--- src/core/rsq_pkg.sv ---
package rsq_pkg;

   // ****************************************
   // Widths and limits
   // ****************************************
   localparam int CAP_W = 8;
   localparam int RATE_W = 17;
   localparam int DIAG_BIT = 0;
   // Symbol rate limits in units of 10 symbol/s
   localparam logic [RATE_W-1:0] RATE_MAX_A = 17'h06D60;
   localparam logic [RATE_W-1:0] RATE_MAX_B = 17'h10BB5;

   // ****************************************
   // Timing
   // ****************************************
   localparam int CLK_HZ = 50000000;
   localparam int TICK_HZ = 1000;
   localparam int TICK_CYC = CLK_HZ / TICK_HZ;
   localparam int LONG_TO_MIN = 4;
   localparam int SHORT_TO_S = 30;
   localparam int LONG_TICKS = LONG_TO_MIN * 60 * TICK_HZ;
   localparam int SHORT_TICKS = SHORT_TO_S * TICK_HZ;

   // ****************************************
   // Register map
   // ****************************************
   localparam logic [3:0] REG_CTRL = 4'h0;
   localparam logic [3:0] REG_MODE = 4'h4;
   localparam logic [3:0] REG_STAT = 4'h8;
   localparam logic [3:0] REG_SEL = 4'hC;
   localparam int CTRL_CCAPS_LSB = 0;
   localparam int CTRL_RCAPS_LSB = 8;
   localparam int CTRL_CLK_LSB = 16;
   localparam int CTRL_EARLY_BIT = 18;
   localparam int CTRL_RETRAIN_BIT = 19;
   localparam int STAT_CSTATE_LSB = 0;
   localparam int STAT_RSTATE_LSB = 4;
   localparam int STAT_CFAIL_BIT = 8;
   localparam int STAT_RFAIL_BIT = 9;
   localparam int STAT_CAPS_LSB = 16;
   localparam logic [CAP_W-1:0] CAPS_RST = 8'hFF;
   localparam logic [RATE_W+1:0] MODE_RST = 19'h00000;

   // ****************************************
   // Types
   // ****************************************
   typedef enum logic [2:0] {
      ST_IDLE, ST_WAIT, ST_HS1, ST_HS2, ST_ACTIVE
   } rsq_state_t;

   typedef enum logic [1:0] {
      CLK_M1, CLK_M2, CLK_M3A, CLK_M3B
   } rsq_clk_mode_t;

   typedef struct packed {
      logic fourWire;
      logic regionB;
      logic [RATE_W-1:0] symRate;
   } rsq_mode_t;

   typedef struct packed {
      logic start;
      logic regenStart;
      logic hsOk;
      logic hsFail;
      logic actDone;
      logic segFail;
      logic probeUsed;
      logic [CAP_W-1:0] rxCaps;
      logic [CAP_W-1:0] probeCaps;
      rsq_mode_t rxMode;
   } rsq_line_in_t;

   typedef struct packed {
      logic hsStart;
      logic deact;
      logic [CAP_W-1:0] caps;
      rsq_mode_t mode;
   } rsq_line_out_t;

endpackage

--- src/core/rsq_sequencer.sv ---
// Function
// - Customer half idles; remote start goes to wait, office/regen start to session 1
// - Entering wait, customer half sends capabilities-available with its list
// - Sent list is own caps AND received caps AND probe caps when probed
// - Customer half takes office mode selection and uses exactly it next session
// - Customer half 4 minute timeout before Active: back to idle, report failure
// - Customer half session not succeeded in 30 s: report failure, idle
// - Diagnostic bit plus failure message in wait: pick mode, start session 2
// - Office half idles; remote training to session 1, office training to session 2
// - Entering wait, office half sends link-initiation to customer half
// - Entering Active, office half sends office-side-active to customer half
// - Clock mode 1 may raise active indication before activation completes
// - Clock modes 2, 3a, 3b hold active indication until activation completes
// - Office half advertises own caps AND caps from customer half; own caps alone when office start enters session 2
// - Active indication carries mode selection taken from its session
// - Office half 4 minute timeout before Active: idle, report failure
// - Office half session not succeeded in 30 s: report failure, idle
// - Diagnostic bit plus failure message in wait: office half starts session 2
// - Segment failure or retrain deactivates span, both halves return to idle
// - Every unit on the span selects the same data rate; diagnostic fallback uses REG_MODE at the customer half only
// - Symbol rate limited to 280 or 685.33 ksymbol/s by regional set; the diagnostic mode from REG_MODE is used without this check
module rsq_sequencer #(
   parameter int TICK_CYC = rsq_pkg::TICK_CYC,
   parameter int LONG_TICKS = rsq_pkg::LONG_TICKS,
   parameter int SHORT_TICKS = rsq_pkg::SHORT_TICKS
) (
   input wire logic clk,
   input wire logic sys_rst,
   input wire logic [3:0] avs_address,
   input wire logic avs_read,
   input wire logic avs_write,
   input wire logic [31:0] avs_writedata,
   output logic [31:0] avs_readdata,
   output logic avs_waitrequest,
   input wire rsq_pkg::rsq_line_in_t cLineIn,
   input wire rsq_pkg::rsq_line_in_t rLineIn,
   output rsq_pkg::rsq_line_out_t cLineOut,
   output rsq_pkg::rsq_line_out_t rLineOut,
   output rsq_pkg::rsq_state_t cState,
   output rsq_pkg::rsq_state_t rState
);

   localparam int DIV_W = $clog2(TICK_CYC + 1);
   localparam int CW = rsq_pkg::CAP_W;

   function automatic logic rateOk(rsq_pkg::rsq_mode_t m);
      rateOk = m.symRate <= (m.regionB ? rsq_pkg::RATE_MAX_B
                                       : rsq_pkg::RATE_MAX_A);
   endfunction

   // ****************************************
   // Declarations
   // ****************************************
   logic [CW-1:0] cCaps_q, rCaps_q, capsMsg_q, rAdv_q;
   rsq_pkg::rsq_clk_mode_t clkMode_q;
   logic early_q, retrain_q, cFailSt_q, rFailSt_q;
   rsq_pkg::rsq_mode_t diagMode_q, cMode_q, rModeMsg_q;
   logic capsAvailV_q, cFailV_q, linkInitV_q, rActiveV_q, rFailV_q;
   logic cHsStart_q, rHsStart_q, cHsDone_q, rHsDone_q, rEarly_q;
   logic diagR_q, deact_q, tick_q;
   logic [DIV_W-1:0] div_q;
   logic [1:0] longRun, shortRun, longExp, shortExp;
   logic spanDown, cAbort, rAbort, wrEn, req;
   logic [31:0] rdMux;
   logic [CW-1:0] cInter;

   rsq_pkg::rsq_state_t cState_i, rState_i;
   assign cState = cState_i;
   assign rState = rState_i;

   // ****************************************
   // Millisecond tick
   // ****************************************
   always_ff @(posedge clk) begin
      if (sys_rst) begin
         div_q <= '0;
         tick_q <= 1'b0;
      end else if (div_q == DIV_W'(TICK_CYC - 1)) begin
         div_q <= '0;
         tick_q <= 1'b1;
      end else begin
         div_q <= div_q + 1'b1;
         tick_q <= 1'b0;
      end
   end

   // ****************************************
   // Timeouts per half
   // ****************************************
   assign longRun[0] = cState_i != rsq_pkg::ST_IDLE &&
                       cState_i != rsq_pkg::ST_ACTIVE;
   assign longRun[1] = rState_i != rsq_pkg::ST_IDLE &&
                       rState_i != rsq_pkg::ST_ACTIVE;
   assign shortRun[0] = (cState_i == rsq_pkg::ST_HS1 ||
                         cState_i == rsq_pkg::ST_HS2) && !cHsDone_q;
   assign shortRun[1] = (rState_i == rsq_pkg::ST_HS1 ||
                         rState_i == rsq_pkg::ST_HS2) && !rHsDone_q;

   generate
      for (genvar h = 0; h < 2; h++) begin : g_tmr
         rsq_timer #(.LIMIT(LONG_TICKS)) u_long (
            .clk(clk),
            .sys_rst(sys_rst),
            .tick(tick_q),
            .run(longRun[h]),
            .expired(longExp[h])
         );
         rsq_timer #(.LIMIT(SHORT_TICKS)) u_short (
            .clk(clk),
            .sys_rst(sys_rst),
            .tick(tick_q),
            .run(shortRun[h]),
            .expired(shortExp[h])
         );
      end
   endgenerate

   // ****************************************
   // Span deactivation and abort terms
   // ****************************************
   assign spanDown = cLineIn.segFail | rLineIn.segFail | retrain_q;
   assign cAbort = longExp[0] | shortExp[0] |
                   (shortRun[0] & cLineIn.hsFail);
   assign rAbort = longExp[1] | shortRun[1] & rLineIn.hsFail |
                   shortExp[1];
   assign cInter = cCaps_q & cLineIn.rxCaps &
                   (cLineIn.probeUsed ? cLineIn.probeCaps : '1);

   always_ff @(posedge clk) begin
      if (sys_rst) begin
         deact_q <= 1'b0;
      end else begin
         deact_q <= spanDown;
      end
   end

   // ****************************************
   // Customer-side half
   // ****************************************
   always_ff @(posedge clk) begin
      if (sys_rst) begin
         cState_i <= rsq_pkg::ST_IDLE;
         capsAvailV_q <= 1'b0;
         cFailV_q <= 1'b0;
         cHsStart_q <= 1'b0;
         cHsDone_q <= 1'b0;
         capsMsg_q <= '0;
         cMode_q <= rsq_pkg::MODE_RST;
      end else begin
         capsAvailV_q <= 1'b0;
         cFailV_q <= 1'b0;
         cHsStart_q <= 1'b0;
         if (spanDown) begin
            cState_i <= rsq_pkg::ST_IDLE;
            cHsDone_q <= 1'b0;
         end else if (cAbort) begin
            cState_i <= rsq_pkg::ST_IDLE;
            cFailV_q <= 1'b1;
            cHsDone_q <= 1'b0;
         end else begin
            unique case (cState_i)
               rsq_pkg::ST_IDLE: begin
                  if (cLineIn.start) begin
                     cState_i <= rsq_pkg::ST_WAIT;
                     capsAvailV_q <= 1'b1;
                     capsMsg_q <= cInter;
                  end else if (cLineIn.regenStart || linkInitV_q) begin
                     cState_i <= rsq_pkg::ST_HS1;
                     cHsStart_q <= 1'b1;
                  end
               end
               rsq_pkg::ST_HS1: begin
                  if (cLineIn.hsOk) begin
                     cState_i <= rsq_pkg::ST_WAIT;
                     capsAvailV_q <= 1'b1;
                     capsMsg_q <= cInter;
                  end
               end
               rsq_pkg::ST_WAIT: begin
                  if (rActiveV_q && rateOk(rModeMsg_q)) begin
                     cState_i <= rsq_pkg::ST_HS2;
                     cMode_q <= rModeMsg_q;
                     cHsStart_q <= 1'b1;
                  end else if (rActiveV_q) begin
                     cState_i <= rsq_pkg::ST_IDLE;
                     cFailV_q <= 1'b1;
                  end else if (rFailV_q &&
                               capsMsg_q[rsq_pkg::DIAG_BIT]) begin
                     cState_i <= rsq_pkg::ST_HS2;
                     cMode_q <= diagMode_q;
                     cHsStart_q <= 1'b1;
                  end else if (rFailV_q) begin
                     cState_i <= rsq_pkg::ST_IDLE;
                  end
               end
               rsq_pkg::ST_HS2: begin
                  if (cLineIn.hsOk) begin
                     cHsDone_q <= 1'b1;
                  end
                  if (cHsDone_q && cLineIn.actDone) begin
                     cState_i <= rsq_pkg::ST_ACTIVE;
                     cHsDone_q <= 1'b0;
                  end
               end
               rsq_pkg::ST_ACTIVE: begin
                  if (rFailV_q) begin
                     cState_i <= rsq_pkg::ST_IDLE;
                  end
               end
            endcase
         end
      end
   end

   // ****************************************
   // Office-side half
   // ****************************************
   always_ff @(posedge clk) begin
      if (sys_rst) begin
         rState_i <= rsq_pkg::ST_IDLE;
         linkInitV_q <= 1'b0;
         rActiveV_q <= 1'b0;
         rFailV_q <= 1'b0;
         rHsStart_q <= 1'b0;
         rHsDone_q <= 1'b0;
         rEarly_q <= 1'b0;
         diagR_q <= 1'b0;
         rAdv_q <= rsq_pkg::CAPS_RST;
         rModeMsg_q <= rsq_pkg::MODE_RST;
      end else begin
         linkInitV_q <= 1'b0;
         rActiveV_q <= 1'b0;
         rFailV_q <= 1'b0;
         rHsStart_q <= 1'b0;
         if (spanDown) begin
            rState_i <= rsq_pkg::ST_IDLE;
            rHsDone_q <= 1'b0;
            rEarly_q <= 1'b0;
         end else if (rAbort) begin
            rState_i <= rsq_pkg::ST_IDLE;
            rFailV_q <= 1'b1;
            rHsDone_q <= 1'b0;
            rEarly_q <= 1'b0;
         end else begin
            unique case (rState_i)
               rsq_pkg::ST_IDLE: begin
                  if (rLineIn.start) begin
                     rState_i <= rsq_pkg::ST_HS2;
                     rAdv_q <= rCaps_q;
                     rHsStart_q <= 1'b1;
                  end else if (capsAvailV_q) begin
                     rState_i <= rsq_pkg::ST_HS1;
                     rAdv_q <= rCaps_q & capsMsg_q;
                     rHsStart_q <= 1'b1;
                  end
               end
               rsq_pkg::ST_HS2: begin
                  if (rLineIn.hsOk) begin
                     rState_i <= rsq_pkg::ST_WAIT;
                     linkInitV_q <= 1'b1;
                     diagR_q <= rLineIn.rxCaps[rsq_pkg::DIAG_BIT];
                  end
               end
               rsq_pkg::ST_WAIT: begin
                  if (capsAvailV_q) begin
                     rState_i <= rsq_pkg::ST_HS1;
                     rAdv_q <= rCaps_q & capsMsg_q;
                     rHsStart_q <= 1'b1;
                  end else if (cFailV_q && diagR_q) begin
                     rState_i <= rsq_pkg::ST_HS2;
                     rHsStart_q <= 1'b1;
                  end else if (cFailV_q) begin
                     rState_i <= rsq_pkg::ST_IDLE;
                  end
               end
               rsq_pkg::ST_HS1: begin
                  if (!rHsDone_q && rLineIn.hsOk) begin
                     if (!rateOk(rLineIn.rxMode)) begin
                        rState_i <= rsq_pkg::ST_IDLE;
                        rFailV_q <= 1'b1;
                     end else begin
                        rHsDone_q <= 1'b1;
                        rModeMsg_q <= rLineIn.rxMode;
                        if (clkMode_q == rsq_pkg::CLK_M1 && early_q) begin
                           rActiveV_q <= 1'b1;
                           rEarly_q <= 1'b1;
                        end
                     end
                  end else if (rHsDone_q && rLineIn.actDone) begin
                     rState_i <= rsq_pkg::ST_ACTIVE;
                     rActiveV_q <= !rEarly_q;
                     rHsDone_q <= 1'b0;
                     rEarly_q <= 1'b0;
                  end
               end
               rsq_pkg::ST_ACTIVE: begin
                  if (cFailV_q) begin
                     rState_i <= rsq_pkg::ST_IDLE;
                  end
               end
            endcase
         end
      end
   end

   // ****************************************
   // Line-side outputs
   // ****************************************
   always_ff @(posedge clk) begin
      if (sys_rst) begin
         cLineOut <= '0;
         rLineOut <= '0;
      end else begin
         cLineOut <= '{cHsStart_q, deact_q, cCaps_q, cMode_q};
         rLineOut <= '{rHsStart_q, deact_q, rAdv_q, rModeMsg_q};
      end
   end

   // ****************************************
   // Avalon-MM slave
   // ****************************************
   assign req = avs_read | avs_write;
   assign wrEn = avs_write & !avs_waitrequest;

   always_comb begin
      rdMux = 32'h00000000;
      unique case (avs_address)
         rsq_pkg::REG_CTRL: begin
            rdMux[rsq_pkg::CTRL_CCAPS_LSB +: CW] = cCaps_q;
            rdMux[rsq_pkg::CTRL_RCAPS_LSB +: CW] = rCaps_q;
            rdMux[rsq_pkg::CTRL_CLK_LSB +: 2] = clkMode_q;
            rdMux[rsq_pkg::CTRL_EARLY_BIT] = early_q;
         end
         rsq_pkg::REG_MODE: rdMux[18:0] = diagMode_q;
         rsq_pkg::REG_STAT: begin
            rdMux[rsq_pkg::STAT_CSTATE_LSB +: 3] = cState_i;
            rdMux[rsq_pkg::STAT_RSTATE_LSB +: 3] = rState_i;
            rdMux[rsq_pkg::STAT_CFAIL_BIT] = cFailSt_q;
            rdMux[rsq_pkg::STAT_RFAIL_BIT] = rFailSt_q;
            rdMux[rsq_pkg::STAT_CAPS_LSB +: CW] = capsMsg_q;
         end
         rsq_pkg::REG_SEL: rdMux[18:0] = cMode_q;
         default: rdMux = 32'h00000000;
      endcase
   end

   always_ff @(posedge clk) begin
      if (sys_rst) begin
         avs_waitrequest <= 1'b1;
         avs_readdata <= 32'h00000000;
      end else begin
         avs_waitrequest <= !(req && avs_waitrequest);
         if (avs_read && avs_waitrequest) begin
            avs_readdata <= rdMux;
         end
      end
   end

   always_ff @(posedge clk) begin
      if (sys_rst) begin
         cCaps_q <= rsq_pkg::CAPS_RST;
         rCaps_q <= rsq_pkg::CAPS_RST;
         clkMode_q <= rsq_pkg::CLK_M1;
         early_q <= 1'b0;
         retrain_q <= 1'b0;
         diagMode_q <= rsq_pkg::MODE_RST;
      end else begin
         retrain_q <= 1'b0;
         if (wrEn && avs_address == rsq_pkg::REG_CTRL) begin
            cCaps_q <= avs_writedata[rsq_pkg::CTRL_CCAPS_LSB +: CW];
            rCaps_q <= avs_writedata[rsq_pkg::CTRL_RCAPS_LSB +: CW];
            clkMode_q <= rsq_pkg::rsq_clk_mode_t'(
               avs_writedata[rsq_pkg::CTRL_CLK_LSB +: 2]);
            early_q <= avs_writedata[rsq_pkg::CTRL_EARLY_BIT];
            retrain_q <= avs_writedata[rsq_pkg::CTRL_RETRAIN_BIT];
         end
         if (wrEn && avs_address == rsq_pkg::REG_MODE) begin
            diagMode_q <= avs_writedata[18:0];
         end
      end
   end

   // Sticky failure flags, set wins over write-one clear
   always_ff @(posedge clk) begin
      if (sys_rst) begin
         cFailSt_q <= 1'b0;
         rFailSt_q <= 1'b0;
      end else begin
         cFailSt_q <= cFailV_q | cFailSt_q & !(wrEn &&
            avs_address == rsq_pkg::REG_STAT &&
            avs_writedata[rsq_pkg::STAT_CFAIL_BIT]);
         rFailSt_q <= rFailV_q | rFailSt_q & !(wrEn &&
            avs_address == rsq_pkg::REG_STAT &&
            avs_writedata[rsq_pkg::STAT_RFAIL_BIT]);
      end
   end
endmodule

--- src/core/rsq_timer.sv ---
module rsq_timer #(
   parameter int LIMIT = 30000
) (
   input wire logic clk,
   input wire logic sys_rst,
   input wire logic tick,
   input wire logic run,
   output logic expired
);

   localparam int W = $clog2(LIMIT + 1);

   logic [W-1:0] count_q;

   // ****************************************
   // Tick counter, cleared while idle
   // ****************************************
   always_ff @(posedge clk) begin
      if (sys_rst || !run) begin
         count_q <= '0;
         expired <= 1'b0;
      end else begin
         expired <= 1'b0;
         if (tick) begin
            if (count_q == W'(LIMIT - 1)) begin
               count_q <= '0;
               expired <= 1'b1;
            end else begin
               count_q <= count_q + 1'b1;
            end
         end
      end
   end

endmodule

--- config.mk ---
export PLATFORM = sky130hd
export DESIGN_NAME = rsq_sequencer
export DESIGN_NICKNAME = d
export VERILOG_FILES = /design/src/core/rsq_pkg.sv /design/src/core/rsq_sequencer.sv /design/src/core/rsq_timer.sv
export SDC_FILE = /design/constraint.sdc
export NUM_CORES = 1
export LEC_CHECK = 0
export BUFFER_PORTS_ARGS = -buffer_cell sky130_fd_sc_hd__buf_4
export CELL_PAD_IN_SITES_DETAIL_PLACEMENT = 1
export CELL_PAD_IN_SITES_GLOBAL_PLACEMENT = 2
export CORE_ASPECT_RATIO = 1.75
export CORE_MARGIN = 3
export CORE_UTILIZATION = 31
export DETAILED_ROUTE_END_ITERATION = 10
export PLACE_DENSITY = 0.79
export SYNTH_ARGS = -nofsm -noshare
export SYNTH_HDL_FRONTEND = slang
export SYNTH_HIERARCHICAL = 1
export SYNTH_SLANG_ARGS = --single-unit
--- constraint.sdc ---
create_clock -name clk -period 2.4 [get_ports clk]
set_input_delay 0.24 -clock clk [delete_from_list [all_inputs] [get_ports clk]]
set_output_delay 0.24 -clock clk [all_outputs]
set_load 0.02 [all_outputs]
==> flow_metrics.tcl <==
set metrics [dict create \
    globalRoute.totalOverflow 0 \
    path_class "input port to flop" \
    skew_ps 7.085 \
    hpwl_microns 27650 \
    first_pass_iters 4 \
    endpoint_kind "flop" \
    synth_area_sq_um 11830 \
    final_nets 1570 \
    syn_to_final_growth_pct 27.68 \
    clk_pin_slew_ps 70 \
    grt_pass1_vias 10170 \
    synth_cell_types 78 \
    vias_per_cell 4.980 \
    internal_power_mw 7.687 \
    critical_path.max_fanout 17 \
    placedCellCount 1829 \
    clkPwrFrac_pct 45.7 \
    routedWlPerCell_microns 19.10 \
    root_buffer "clkbuf_16" \
    port_buffers 164 \
    setup_violations 0 \
    p_sw_mw 2.237 \
    cts_tree "done" \
    syn_avg_cell_area_sq_um 9.887 \
    cts_buffer_depth 3 \
    hold_class "input port to flop" \
    start_kind "input port" \
    vias 9566 \
    post-route-drc-count 0 \
    antenna_found_initial 0 \
    num_io_pins 221 \
    ys_seq_area_share_pct 47.74 \
    drv_slew 0 \
    power_frac_seq_pct 48.0 \
    ir_drop_v 0.0003398 \
    max_freq_mhz 418.2 \
    ys_warn_count 6 \
    std_cell_rows 94 \
    cap_violations 0 \
    start_util_pct 31.42 \
    hold_violations 0 \
    leakage_nw 5.842 \
    track_usage_pct 17.56 \
    drive_above_1_share_pct 23.32 \
    wl_met2_microns 20700 \
    die_h_microns 264.4 \
    cts_buffers 26 \
    grt_first_pass_wirelength_microns 56950 \
    worst_pin_slew_ps 700.0 \
    drt.antenna.violating_nets 0 \
    fin_crit_ps 2391 \
    die_w_microns 153.6 \
    totalPowerFinal_mw 9.925 \
    synthTopCellsByCount "dfxtp_1, nor2_1, nand2_1, nor2b_1, mux2i_1" \
    netlist.area_leader.share_pct 47.74 \
    grt_max_degree 72 \
    cts.sinks 282 \
    utilization_pct 40.12 \
    status "completed" \
    ctsHtreeMaxLevel 1 \
    async_reset_ff_share_pct 0 \
    wl_met1_microns 13080 \
    cp.arrival_ps 2830 \
    ys.flop_type "dfxtp_1" \
    ys_seq_elements 282 \
    slew_headroom_pct 53.24 \
    swShare_pct 22.54 \
    top_layer "met4" \
    critical_path_required_ps 2830 \
    fin_crit_sh_pct 99.64 \
    drt-total-wl_microns 36680 \
    route.met3.wl_microns 1311 \
    clock_latency_ps 540 \
    hold_ws_ps 22.45 \
    antennaDiodeCount 0 \
    synthTopCellsByArea "dfxtp_1, mux2i_1, nor2_1" \
    dieArea_sq_um 40620 \
    fin_cells 1921 \
    pwr-share-comb_pct 6.3 \
    synth_most_common_cell "dfxtp_1" \
    yosysTopAreaCell "dfxtp_1" \
    gp_congestion 0.8224 \
    drtIter0Drc 336 \
    powerDensity_nw_per_um2 657.3 \
    syn_inst 1196 \
    synth_edf_count 0 \
    core_area_sq_um 37640 \
]
-- registers in the layout (all words and copies together), names as in the netlist, 2 cells and up --
name,cells
avs_readdata,24
cCaps_q,8
cLineOut,28
cMode_q,19
cState,3
capsMsg_q,8
clkMode_q,2
diagMode_q,19
div_q,16
g_tmr.u_long/count_q,36
g_tmr.u_long/expired,2
g_tmr.u_short/count_q,30
g_tmr.u_short/expired,2
rAdv_q,8
rCaps_q,8
rLineOut,29
rModeMsg_q,19
rState,3
-- per-layer routing --
metal	GRT usage [%]	vias up
met5	0	-
met4	7.525	0
met3	2.450	65
met2	35.49	160
met1	17.38	4678
li1	-	4663
-- timing repair --
| item | 4_1_cts | 5_1_grt |
|---|---|---|
| hold buffers | 43 | 0 |
| hold endpoints to repair | 61 | 0 |
| gates resized for setup | 0 | 8 |
| setup endpoints to repair | 0 | 41 |
| setup buffers | 0 | 1 |
-- cells by family after synthesis --
group                      count (synthesis)  synth area share, %
buffers and inverters                     87                3.873
other                                      1              0.03171
AOI/OAI and AO/OA                        183                11.55
xor gates and xnor gates                  70                5.185
muxes                                     66                6.751
DFF                                      282                47.74
adders and majority gates                 25                2.645
and+or+nand+nor                          482                22.22
-- final timing paths --
kind	slack, ps	cells past startpoint	start	to
setup reg to reg	150	9	rModeMsg_q[17]$_SDFFE_PP0P_	cMode_q[18]$_SDFFE_PP0P_
setup / recovery	9	10	rLineIn[16]	rModeMsg_q[15]$_SDFFE_PP0P_
hold reg to reg	440	1	rHsStart_q$_SDFF_PP0_	rLineOut[28]$_SDFF_PP0_
hold / removal	20	3	cLineIn[30]	capsMsg_q[3]$_SDFFE_PP0P_
-- worst max-delay path, cell delays in order --
cell           delay [ps]
dlygate4sd3_1         540
buf_4                 150
ha_1                  300
nand4b_1              190
a21oi_1                80
or4_4                 510
o21ai_4               240
a31oi_4               140
buf_12                180
a22o_2                250
-- power groups by stage --
stage,logic (mW),clock network (mW),registers (mW)
after floorplan,0.273,0,4.89
after global placement,0.564,0,4.87
after detailed placement,0.572,0,4.87
after CTS,0.632,4.69,4.76
after global routing,0.682,4.86,4.76
final,0.630,4.53,4.76
-- layout make-up --
cell class	count	area (sq um)
Clock inverter	12	168.9
Fill cell	4259	22540
Timing Repair Buffer	249	2014
Sequential cell	282	5645
Multi-Input combinational cell	834	5794
Tap cell	480	600.6
Clock buffer	36	769.5
Inverter	28	105.1
-- cells in the final DEF, fill, tap and decap left out, types with 7 or more instances in the layout --
cell             n
mux4_2          11
nor2_1         146
o21a_1          15
buf_4          203
nor4_1          13
nand4_1         25
dfxtp_1        282
a21oi_1         30
conb_1           8
xnor2_1         48
and3_1           7
a22oi_1         25
o21ai_0         21
o22a_1          17
nand2b_1         7
a22o_1          13
or2_2            8
ha_1            25
dlygate4sd3_1   43
o2111ai_1        8
o211ai_1        10
nand2_1         89
inv_1           26
clkbuf_16       27
xor2_1          22
nor2_2          21
mux2i_1         55
nor2b_1         56
nand3_1         27
nor3_1          19
-- metrics by stage --
| stage | cell area [sq um] | TNS (ps) | setup WS (ps) |
|---|---|---|---|
| 2_1_floorplan | 11850 | 0 | 163.8 |
| 3_3_place_gp | 13670 | -581.8 | -51.76 |
| 3_5_place_dp | 13670 | -1060 | -76.78 |
| 4_1_cts | 15040 | 0 | 31.57 |
| 5_1_grt | 15100 | -70.33 | -16.55 |
| 6_report | 15100 | 0 | 8.604 |
Power figures use the tool's default switching activity.
